**config.mk**
```make
export PLATFORM = sky130hd
export DESIGN_NAME = rivm_vector_map
export DESIGN_NICKNAME = d
export VERILOG_FILES = /design/src/rtl/rivm_pkg.sv /design/src/rtl/rivm_vector_map.sv
export SDC_FILE = /design/constraint.sdc
export NUM_CORES = 1
export LEC_CHECK = 0
export BUFFER_PORTS_ARGS = -buffer_cell sky130_fd_sc_hd__buf_2
export CORE_AREA = 4 4 44 46
export DETAILED_ROUTE_END_ITERATION = 7
export DIE_AREA = 0 0 48 50
export GPL_TIMING_DRIVEN = 0
export PLACE_DENSITY = 0.69
export SYNTH_ARGS = -nofsm -noshare
export SYNTH_HDL_FRONTEND = slang
export SYNTH_SLANG_ARGS = --single-unit
```
**constraint.sdc**
```tcl
create_clock -name ref_clk -period 2.3 [get_ports ref_clk]
set_input_delay 0.345 -clock ref_clk [delete_from_list [all_inputs] [get_ports ref_clk]]
set_output_delay 0.345 -clock ref_clk [all_outputs]
set_load 0.01 [all_outputs]
```
**src/rtl/rivm_pkg.sv**
```systemverilog
package rivm_pkg;

  // Program-memory word address width.
  localparam int ADDR_W = 13;

  // Number of table entries, reset included.
  localparam int NUM_VECTORS = 26;
  localparam int SRC_W       = 5;

  // Fuse encoding: one means unprogrammed, zero means programmed.
  localparam logic FUSE_UNPROGRAMMED = 1'h1;
  localparam logic FUSE_PROGRAMMED   = 1'h0;

  // Default reset vector.
  localparam logic [ADDR_W-1:0] RESET_VEC_ADDR = 13'h0000;

  // Table spacing for each variant.
  localparam logic [ADDR_W-1:0] SPACING_WIDE   = 13'h0002;
  localparam logic [ADDR_W-1:0] SPACING_NARROW = 13'h0001;

  // Boot section start for the wide variant with a 2K-byte boot section.
  localparam logic [ADDR_W-1:0] BOOT_START_WIDE   = 13'h1C00;
  // Boot section start for the narrow variant with a 2K-byte boot section.
  localparam logic [ADDR_W-1:0] BOOT_START_NARROW = 13'h0C00;

  // Source indices in table order; index zero is reset.
  localparam logic [SRC_W-1:0] SRC_RESET        = 5'h00;
  localparam logic [SRC_W-1:0] SRC_EXT0         = 5'h01;
  localparam logic [SRC_W-1:0] SRC_EXT1         = 5'h02;
  localparam logic [SRC_W-1:0] SRC_PCHG_A       = 5'h03;
  localparam logic [SRC_W-1:0] SRC_PCHG_B       = 5'h04;
  localparam logic [SRC_W-1:0] SRC_PCHG_C       = 5'h05;
  localparam logic [SRC_W-1:0] SRC_WATCHDOG     = 5'h06;
  localparam logic [SRC_W-1:0] SRC_CNT2_CMPA    = 5'h07;
  localparam logic [SRC_W-1:0] SRC_CNT2_CMPB    = 5'h08;
  localparam logic [SRC_W-1:0] SRC_CNT2_OVF     = 5'h09;
  localparam logic [SRC_W-1:0] SRC_CNT1_CAPT    = 5'h0A;
  localparam logic [SRC_W-1:0] SRC_CNT1_CMPA    = 5'h0B;
  localparam logic [SRC_W-1:0] SRC_CNT1_CMPB    = 5'h0C;
  localparam logic [SRC_W-1:0] SRC_CNT1_OVF     = 5'h0D;
  localparam logic [SRC_W-1:0] SRC_CNT0_CMPA    = 5'h0E;
  localparam logic [SRC_W-1:0] SRC_CNT0_CMPB    = 5'h0F;
  localparam logic [SRC_W-1:0] SRC_CNT0_OVF     = 5'h10;
  localparam logic [SRC_W-1:0] SRC_SPI_DONE     = 5'h11;
  localparam logic [SRC_W-1:0] SRC_UART_RX      = 5'h12;
  localparam logic [SRC_W-1:0] SRC_UART_TXEMPTY = 5'h13;
  localparam logic [SRC_W-1:0] SRC_UART_TX      = 5'h14;
  localparam logic [SRC_W-1:0] SRC_ADC_DONE     = 5'h15;
  localparam logic [SRC_W-1:0] SRC_EEPROM_READY = 5'h16;
  localparam logic [SRC_W-1:0] SRC_COMPARATOR   = 5'h17;
  localparam logic [SRC_W-1:0] SRC_TWO_WIRE     = 5'h18;
  localparam logic [SRC_W-1:0] SRC_PROG_STORE   = 5'h19;
  localparam logic [SRC_W-1:0] SRC_LAST         = 5'h19;

  // Default wide-variant addresses checked by the assertions.
  localparam logic [ADDR_W-1:0] VEC_EXT0_WIDE       = 13'h0002;
  localparam logic [ADDR_W-1:0] VEC_PROG_STORE_WIDE = 13'h0032;

  // Variant selection.
  typedef enum logic {
    RIVM_VAR_NARROW,
    RIVM_VAR_WIDE
  } rivm_variant_t;

endpackage

```
**src/rtl/rivm_vector_map.sv**
```systemverilog
`timescale 1ns/1ps

module rivm_vector_map
  import rivm_pkg::*;
#(
  parameter rivm_variant_t VARIANT = RIVM_VAR_WIDE
) (
  input  wire logic              ref_clk,
  input  wire logic              reset,
  input  wire logic              boot_reset_fuse,
  input  wire logic              vector_table_select,
  input  wire logic              vec_req,
  input  wire logic [SRC_W-1:0]  vec_src,
  output logic                   vec_valid,
  output logic                   vec_err,
  output logic [ADDR_W-1:0]      vec_addr,
  output logic [ADDR_W-1:0]      reset_addr
);

  localparam logic [ADDR_W-1:0] SPACING =
    (VARIANT == RIVM_VAR_WIDE) ? SPACING_WIDE : SPACING_NARROW;
  localparam logic [ADDR_W-1:0] BOOT_START =
    (VARIANT == RIVM_VAR_WIDE) ? BOOT_START_WIDE : BOOT_START_NARROW;

  logic              fuse_reg;
  logic              fuse_cap_reg;
  logic              vec_valid_next;
  logic              vec_err_next;
  logic [ADDR_W-1:0] vec_addr_next;

  // Returns the default table address of a source; slots follow table order.
  function automatic logic [ADDR_W-1:0] table_addr(
    input logic [SRC_W-1:0] src
  );
    logic [ADDR_W-1:0] idx;
    idx = {{(ADDR_W-SRC_W){1'b0}}, src};
    table_addr = ADDR_W'(idx * SPACING);
  endfunction

  // Strap capture after reset release, so the async reset takes a constant.
  always_ff @(posedge ref_clk or posedge reset) begin
    if (reset) begin
      fuse_cap_reg <= 1'b0;
      fuse_reg     <= FUSE_UNPROGRAMMED;
    end else if (!fuse_cap_reg) begin
      fuse_cap_reg <= 1'b1;
      fuse_reg     <= boot_reset_fuse;
    end
  end

  // fuse redirect: zero means programmed, so reset goes to boot start.
  always_ff @(posedge ref_clk or posedge reset) begin
    if (reset) begin
      reset_addr <= RESET_VEC_ADDR;
    end else if (!fuse_cap_reg) begin
      reset_addr <= (boot_reset_fuse == FUSE_PROGRAMMED) ? BOOT_START
                                                         : RESET_VEC_ADDR;
    end
  end

  // Vector lookup. The table slot number times the spacing gives the
  // default address, so every entry but reset follows from table order.
  // table order.
  // relocation adds the boot start when vector select is set, except for reset, which takes reset_addr.
  // narrow variant and wide variant come from the spacing and boot start constants.
  always_comb begin
    vec_valid_next = 1'b0;
    vec_err_next   = 1'b0;
    vec_addr_next  = vec_addr;
    if (vec_req) begin
      if (vec_src > SRC_LAST) begin
        vec_err_next = 1'b1;
      end else if (vec_src == SRC_RESET) begin
        vec_valid_next = 1'b1;
        vec_addr_next  = reset_addr;
      end else begin
        vec_valid_next = 1'b1;
        vec_addr_next  = vector_table_select
                       ? ADDR_W'(table_addr(vec_src) + BOOT_START)
                       : table_addr(vec_src);
      end
    end
  end

  // Registered answer one cycle after the request.
  always_ff @(posedge ref_clk or posedge reset) begin
    if (reset) begin
      vec_valid <= 1'b0;
      vec_err   <= 1'b0;
      vec_addr  <= RESET_VEC_ADDR;
    end else begin
      vec_valid <= vec_valid_next;
      vec_err   <= vec_err_next;
      vec_addr  <= vec_addr_next;
    end
  end
endmodule

```
* Word level (Yosys, flattened, before mapping) *
Cells that the tools add are included.

word-level totals
  bits in registers = 29
  input port bits = 10
  output and inout port bits = 28
  word-level logic and storage cells = 17

cells by class
  add/sub/neg operators = 1
  magnitude comparators = 1
  multiplexer cells = 7
  bitwise operators = 1
  reduce and logical (&&, ||, !) cells = 2

operator list
  operator                                                         count
  13-bit 2-to-1 mux                                                3
  7-bit by 11-bit adder with 12-bit output, second input constant  1
  5-bit greater-than comparator, second input constant             1
  5-bit zero test                                                  1
  1-bit 2-to-1 mux                                                 4
  2-bit AND reduction                                              1
  1-bit NOT                                                        1

* Depth between registers and ports, before layout *
Gate-level depths: netlist of the first run.

  depth in word-level cells = 3
  gate-level depth with buffers = 4
  mapped depth without buffers = 4

* Worst setup path before layout of the first run *
Ideal clock, no wire load.

  kind = input to register
  start = input vec_src[1]
  end = register vec_addr[11]
  library setup time = 0.082 ns
  arrival = 1.310 ns
  data required time = 2.218 ns
  slack = 0.908 ns
  stages = 3
  buffers on the path = 0
  cell sequence = or4_1 or3_1 a31oi_1

on the way
  longest elaborated chain between the ends = 3
  elaborated cells between the ends (all ways) = 7
  those cells by class = 1 x add/sub; 1 x order compare; 2 x mux; 1 x bitwise; 2 x reduce/logical

ends and longest elaborated chain
  item                                                                                              line                                          source
  start: declaration                                                                                rivm_vector_map.sv:13                         input wire logic [SRC_W-1:0] vec_src,
  7-bit by 11-bit adder with 12-bit output / 5-bit greater-than comparator (equally long branches)  rivm_vector_map.sv:79, rivm_vector_map.sv:71
  13-bit 2-to-1 mux / 1-bit NOT (equally long branches)                                             -
  13-bit 2-to-1 mux / 2-bit AND reduction (equally long branches)                                   -
  end signal: assignment                                                                            rivm_vector_map.sv:94                         vec_addr <= vec_addr_next;
  end: declaration                                                                                  rivm_vector_map.sv:16                         output logic [ADDR_W-1:0] vec_addr,

Several ways; a longest one is shown, not always the timed one.
A chain may end at the register's enable or synchronous reset.

* Worst setup path in the final report of the first run *
Ends and elaborated chain as after synthesis.

==> impl_metrics.tcl, run 1 <==
set metrics [dict create \
    run_status "finished, final reports clean" \
    largest_register_ff_count 6 \
    worst-endpoint-arrival_ns 1.46 \
    drive_above_1_share_pct 53.93 \
    ir_drop_v 0.0003333 \
    ys_seq_area_share_pct 47.96 \
    grt_setup_unrepaired "no" \
    grt_pass1_vias 378 \
    worst-setup-path-type "input port to flip-flop" \
    reg2reg_from "reset_addr[11]" \
    route.antenna.remaining_nets 0 \
    cts-root-buf "sky130_fd_sc_hd__clkbuf_4" \
    timing.setup.tns_ns 0 \
    gp_congestion 0.7086 \
    power.static_leakage_nw 0.4363 \
    timing.final.setup_violations 0 \
    fp.dieArea_sq_um 2400 \
    synth_flop_cell "sky130_fd_sc_hd__dfrtp_1" \
    num_antenna_cells 0 \
    die_w_um 48 \
    skew_ns 0.0003152 \
    regToRegSetupSlack_ns 1.26 \
    detailedPlacementHpwl_um 856.9 \
    initial_core_util_pct 34.63 \
    die_h_um 50 \
    count_of_tritonroute_iterations_in_the_first_routing_pass 4 \
    totalWireLength_um 930 \
    yosys_warnings 0 \
    design.core.area_sq_um 1506 \
    finalCritPeriodShare_pct 55.66 \
    ios 38 \
    drc_errors 0 \
    clock_insertion_delay_worst_skew_ns 0.26 \
    post_synth_most_frequent_cells "sky130_fd_sc_hd__buf_4 (19), sky130_fd_sc_hd__dfrtp_1 (10), sky130_fd_sc_hd__inv_1 (4)" \
    cts.repair_timing.setup_buffer_count 0 \
    synth_cells 49 \
    cts_num_sinks 10 \
    r2r.worst_path.cells 3 \
    critical_path_fanouts_max 3 \
    first_iter_violations 6 \
    clk_pin_slew_worst_paths_ns 0.06 \
    top_register "vec_addr" \
    placement.io_buffers 22 \
    synth.top_cell.area_share_pct 47.96 \
    area_growth_syn_to_layout_pct 41.97 \
    maxCapViolCount 0 \
    cts-root-to-sink-buffers 2 \
    final_period_minus_worst_setup_slack_ns 1.280 \
    critical_path_required_ns 2.48 \
    post_cts_resize_count 0 \
    timing_max_transition_violations_final 0 \
    nFillCells 140 \
    cts_inserted_buffers 3 \
    min-delay-path-class "input port to async pin" \
    finalPower_mw 0.4691 \
    synth.area.top_cells "sky130_fd_sc_hd__dfrtp_1 (48%), sky130_fd_sc_hd__buf_4 (27%), sky130_fd_sc_hd__mux2_2 (6.5%), sky130_fd_sc_hd__o22a_1 (3.4%), sky130_fd_sc_hd__inv_1 (2.9%)" \
    grt_use_met3_pct 2.182 \
    all_layer_global_routing_usage_pct 8.444 \
    grt_antenna_before_repair 0 \
    power_density_nw_per_um2 633.3 \
    ys_ff_latch 10 \
    timing.final.hold_violations 0 \
    num-nets-final 100 \
    met2_usage_pct 13.66 \
    grt.busiest_layer "met2" \
    largest_area_contributor_in_the_netlist "sky130_fd_sc_hd__dfrtp_1" \
    post_synth_num_cell_types 15 \
    via_count 422 \
    grt-ovfl-total 0 \
    wl_cell_um 8.857 \
    post_cts_hold_buffer_count 0 \
    max_clock_freq_ghz 0.7811 \
    cell_area_after_technology_mapping_sq_um 521.8 \
    r2r_end "vec_addr[11]" \
    synth_edf_count 0 \
    yosysMostFrequentCell "sky130_fd_sc_hd__buf_4" \
    worstSetupStartpointType "input port" \
    htree_num_levels 1 \
    detail_route.vias_per_cell 4.019 \
    final_core_utilization_pct 49.17 \
    placement_rows 14 \
    global_route_wire_length_before_repair_um 1469 \
    synth-async-reset-ratio_pct 100.0 \
    grt_max_degree 11 \
    globalRouteMet1Util_pct 9.865 \
    cts_tree "done" \
    syn-mean-instance-area_sq_um 10.65 \
    endpoint_kind "flip-flop" \
]
-- worst max-delay path by stage --
| stage | from | cells past startpoint | endpoint | slack [ns] |
|---|---|---|---|---|
| 6_report | vec_src[1] | 4 | vec_addr[11] | 1.02 |
| 5_1_grt | vec_src[1] | 4 | vec_addr[11] | 0.95 |
| 4_1_cts | vec_addr[11] | 2 | vec_addr[11] | 1.01 |
| 3_5_place_dp | vec_src[1] | 4 | vec_addr[11] | 0.75 |
| 3_3_place_gp | vec_src[1] | 4 | vec_addr[11] | 0.76 |
| 2_1_floorplan | vec_src[1] | 3 | vec_addr[11] | 0.91 |
-- final cells by class --
cell class                      count  area [sq um]  area share [%]
Buffer                             19         142.6           19.26
Clock buffer                        4         36.28           4.899
Inverter                            4         15.01           2.027
Multi-Input combinational cell     30         166.4           22.47
Sequential cell                    10         250.2           33.78
Tap cell                           16         20.02           2.703
Timing Repair Buffer               22         110.1           14.86
-- critical path, cell delays in order --
cell and delay, ns:
sky130_fd_sc_hd__buf_2 0.11, sky130_fd_sc_hd__or4_1 0.53, sky130_fd_sc_hd__or3_1 0.31, sky130_fd_sc_hd__a31oi_1 0.17
-- kinds of logic (layout without fill, tap and decap cells) --
kind of cell	after synthesis	in the layout	share of synthesized area, %
buf+inv	23	49	30.22
flops	10	10	47.96
compound gates	6	6	7.914
mux	4	4	8.393
simple gates	4	4	4.077
other cells	2	16	1.439
-- report_power, final --
part	switching, mW	leakage [nW]	total (mW)	internal [mW]
clock network	0.0554	0.0210	0.151	0.0959
logic	0.0544	0.297	0.114	0.0600
registers	0.0102	0.118	0.203	0.193
total	0.120	0.436	0.469	0.349
-- cell usage in the layout, fill, tap and decap left out --
master / netlist / routed
sky130_fd_sc_hd__clkbuf_4: 0 / 3
sky130_fd_sc_hd__mux2_2: 3 / 3
sky130_fd_sc_hd__mux2i_1: 1 / 1
sky130_fd_sc_hd__inv_1: 4 / 4
sky130_fd_sc_hd__nor2_1: 1 / 1
sky130_fd_sc_hd__or3_1: 1 / 1
sky130_fd_sc_hd__buf_2: 0 / 22
sky130_fd_sc_hd__clkbuf_8: 0 / 1
sky130_fd_sc_hd__conb_1: 2 / 16
sky130_fd_sc_hd__o21ai_0: 1 / 1
sky130_fd_sc_hd__buf_4: 19 / 19
sky130_fd_sc_hd__a21oi_1: 1 / 1
sky130_fd_sc_hd__nand2_1: 1 / 1
sky130_fd_sc_hd__o211ai_1: 1 / 1
sky130_fd_sc_hd__or4_1: 1 / 1
sky130_fd_sc_hd__o22a_1: 2 / 2
sky130_fd_sc_hd__a31oi_1: 1 / 1
sky130_fd_sc_hd__dfrtp_1: 10 / 10
-- per-layer routing --
layer  share of wire [%]  vias up
li1                    -      207
met1                  37      179
met2                  45       34
met3                  16        2
met4                0.54        0
met5                   0        -
-- metrics by stage --
| stage | area (sq um) | hold slack, ns | setup slack (ns) | instances |
|---|---|---|---|---|
| after CTS | 740.7 | 0.06263 | 1.007 | 105 |
| final | 740.7 | 0.04186 | 1.020 | 105 |
| after detailed placement | 704.4 | 0.3374 | 0.7513 | 101 |
| after global placement | 704.4 | 0.3323 | 0.7563 | 101 |
| after floorplan | 574.3 | 0.1852 | 0.9079 | 63 |
| after global routing | 740.7 | 0.07347 | 0.9510 | 105 |
Note: power is estimated with default switching activity, not from simulation.
==> run 2: changes to the inputs <==
Settings changed: CORE_AREA 4 4 44 46 to 4 4 45 47, DIE_AREA 0 0 48 50 to 0 0 49 51.
Clock period 2.3 ns to 1.15 ns, I/O delays scaled along.
==> impl_metrics.tcl, run 2 (synthesized netlist as in run 1, its figures left out) <==
set metrics [dict create \
    run_status "finished, final reports clean" \
    layout_setup_ws_ns 0.05107 \
    ios 38 \
    totalWireLength_um 950 \
    grt_antenna_before_repair 0 \
    gp_congestion 0.7444 \
    fin_cells 107 \
    largest_register_ff_count 6 \
    grt_pass1_vias 390 \
    timing.final.setup_violations 0 \
    drc_errors 0 \
    design.core.area_sq_um 1652 \
    grt_setup_unrepaired "yes" \
    num_antenna_cells 0 \
    fp.dieArea_sq_um 2499 \
    area_growth_syn_to_layout_pct 48.20 \
    placement_rows 15 \
    nFillCells 164 \
    pre_cts_ws_ns -0.2001 \
    final_period_minus_worst_setup_slack_ns 1.099 \
    ir_drop_v 0.0009822 \
    timing.final.hold_violations 0 \
    die_w_um 49 \
    cts-root-to-sink-buffers 2 \
    num-nets-final 101 \
    worstSetupStartpointType "flip-flop" \
    global_route_wire_length_before_repair_um 1725 \
    timing_max_transition_violations_final 0 \
    htree_num_levels 1 \
    cts_inserted_buffers 3 \
    top_register "vec_addr" \
    first_iter_violations 5 \
    skew_ns 0.0004863 \
    clk_pin_slew_worst_paths_ns 0.06 \
    wl_cell_um 8.879 \
    detail_route.vias_per_cell 3.897 \
    cts_tree "done" \
    power_density_nw_per_um2 1254 \
    critical_path_required_ns 0.98 \
    route.antenna.remaining_nets 0 \
    all_layer_global_routing_usage_pct 8.771 \
    most_frequent_standard_cell_in_the_layout_excluding_fill_and_tap_cells "sky130_fd_sc_hd__buf_2" \
    grt_max_degree 11 \
    count_of_tritonroute_iterations_in_the_first_routing_pass 4 \
    most-common-layout-cells "sky130_fd_sc_hd__buf_2 (20), sky130_fd_sc_hd__buf_4 (17), sky130_fd_sc_hd__conb_1 (16)" \
    min-delay-path-class "input port to flip-flop" \
    initial_core_util_pct 31.59 \
    detailedPlacementHpwl_um 836.3 \
    cts.repair_timing.setup_buffer_count 0 \
    drive_above_1_share_pct 54.44 \
    endpoint_kind "output port" \
    finalPower_mw 0.9697 \
    maxCapViolCount 0 \
    via_count 417 \
    die_h_um 51 \
    grt-ovfl-total 0 \
    placement.io_buffers 22 \
    finalCritPeriodShare_pct 95.56 \
    cts-root-buf "sky130_fd_sc_hd__clkbuf_4" \
    cts_num_sinks 10 \
    worst-setup-path-type "flip-flop to output port" \
    final_core_utilization_pct 46.82 \
    clock_insertion_delay_worst_skew_ns 0.26 \
    power.static_leakage_nw 0.4472 \
    critical_path_fanouts_max 4 \
    max_clock_freq_ghz 0.9100 \
    worst-endpoint-arrival_ns 0.93 \
    dpl.cell_count 102 \
]
run 2: metal layers:
metal | routed length, um | global-route usage (%) | vias to the layer above
met3 | 150 | 4.665 | 2
li1 | - | - | 209
met2 | 438 | 13.91 | 33
met5 | 0 | 0 | -
met1 | 346 | 9.074 | 173
met4 | 15 | 5.381 | 0
run 2: final cells by class:
cell class	instances	area [sq um]	share of cell area, %
Inverter	4	15.01	1.942
Multi-Input combinational cell	30	166.4	21.52
Timing Repair Buffer	23	132.6	17.15
Clock buffer	4	36.28	4.693
Sequential cell	10	251.5	32.52
Tap cell	17	21.27	2.751
Buffer	19	150.1	19.42
run 2: stage by stage:
stage               hold slack [ns]  instance area, sq um    TNS (ns)
floorplan                   0.01268                 574.3    -0.03643
global placement             0.1552                 705.7     -0.3395
detailed placement           0.1644                 705.7     -0.3771
CTS                         0.07000                 752.0           0
global route                0.06818                 773.2  -0.0007261
finish                      0.07377                 773.2           0
run 2: where the power goes:
part / internal [mW] / switching [mW] / total [mW]
Sequential: 0.387 / 0.0223 / 0.410
Clock: 0.192 / 0.120 / 0.312
Combinational: 0.138 / 0.110 / 0.248
run 2: path summary, 6_finish.rpt:
check,from,slack [ns],to,cells past startpoint
hold / removal,boot_reset_fuse,0.07,reset_addr[11],2
max in group asynchronous,reset,0.46,vec_addr[11],3
min in group asynchronous,reset,0.41,vec_err,3
setup / recovery,vec_addr[11],0.05,vec_addr[11],2
hold reg to reg,fuse_cap_reg,0.44,reset_addr[11],1
setup reg to reg,reset_addr[11],0.13,vec_addr[11],3
run 2: what timing repair did:
| item | in CTS | in global routing |
|---|---|---|
| endpoints found under the setup margin | 0 | 2 |
| hold buffers | 1 | 0 |
| hold endpoints to repair | 10 | 0 |
| resized for setup | 0 | 5 |
run 2: critical path, stage by stage, from the launching register on:
cell and delay [ns]:
sky130_fd_sc_hd__dfrtp_2 0.44, sky130_fd_sc_hd__buf_6 0.12, sky130_fd_sc_hd__buf_6 0.11
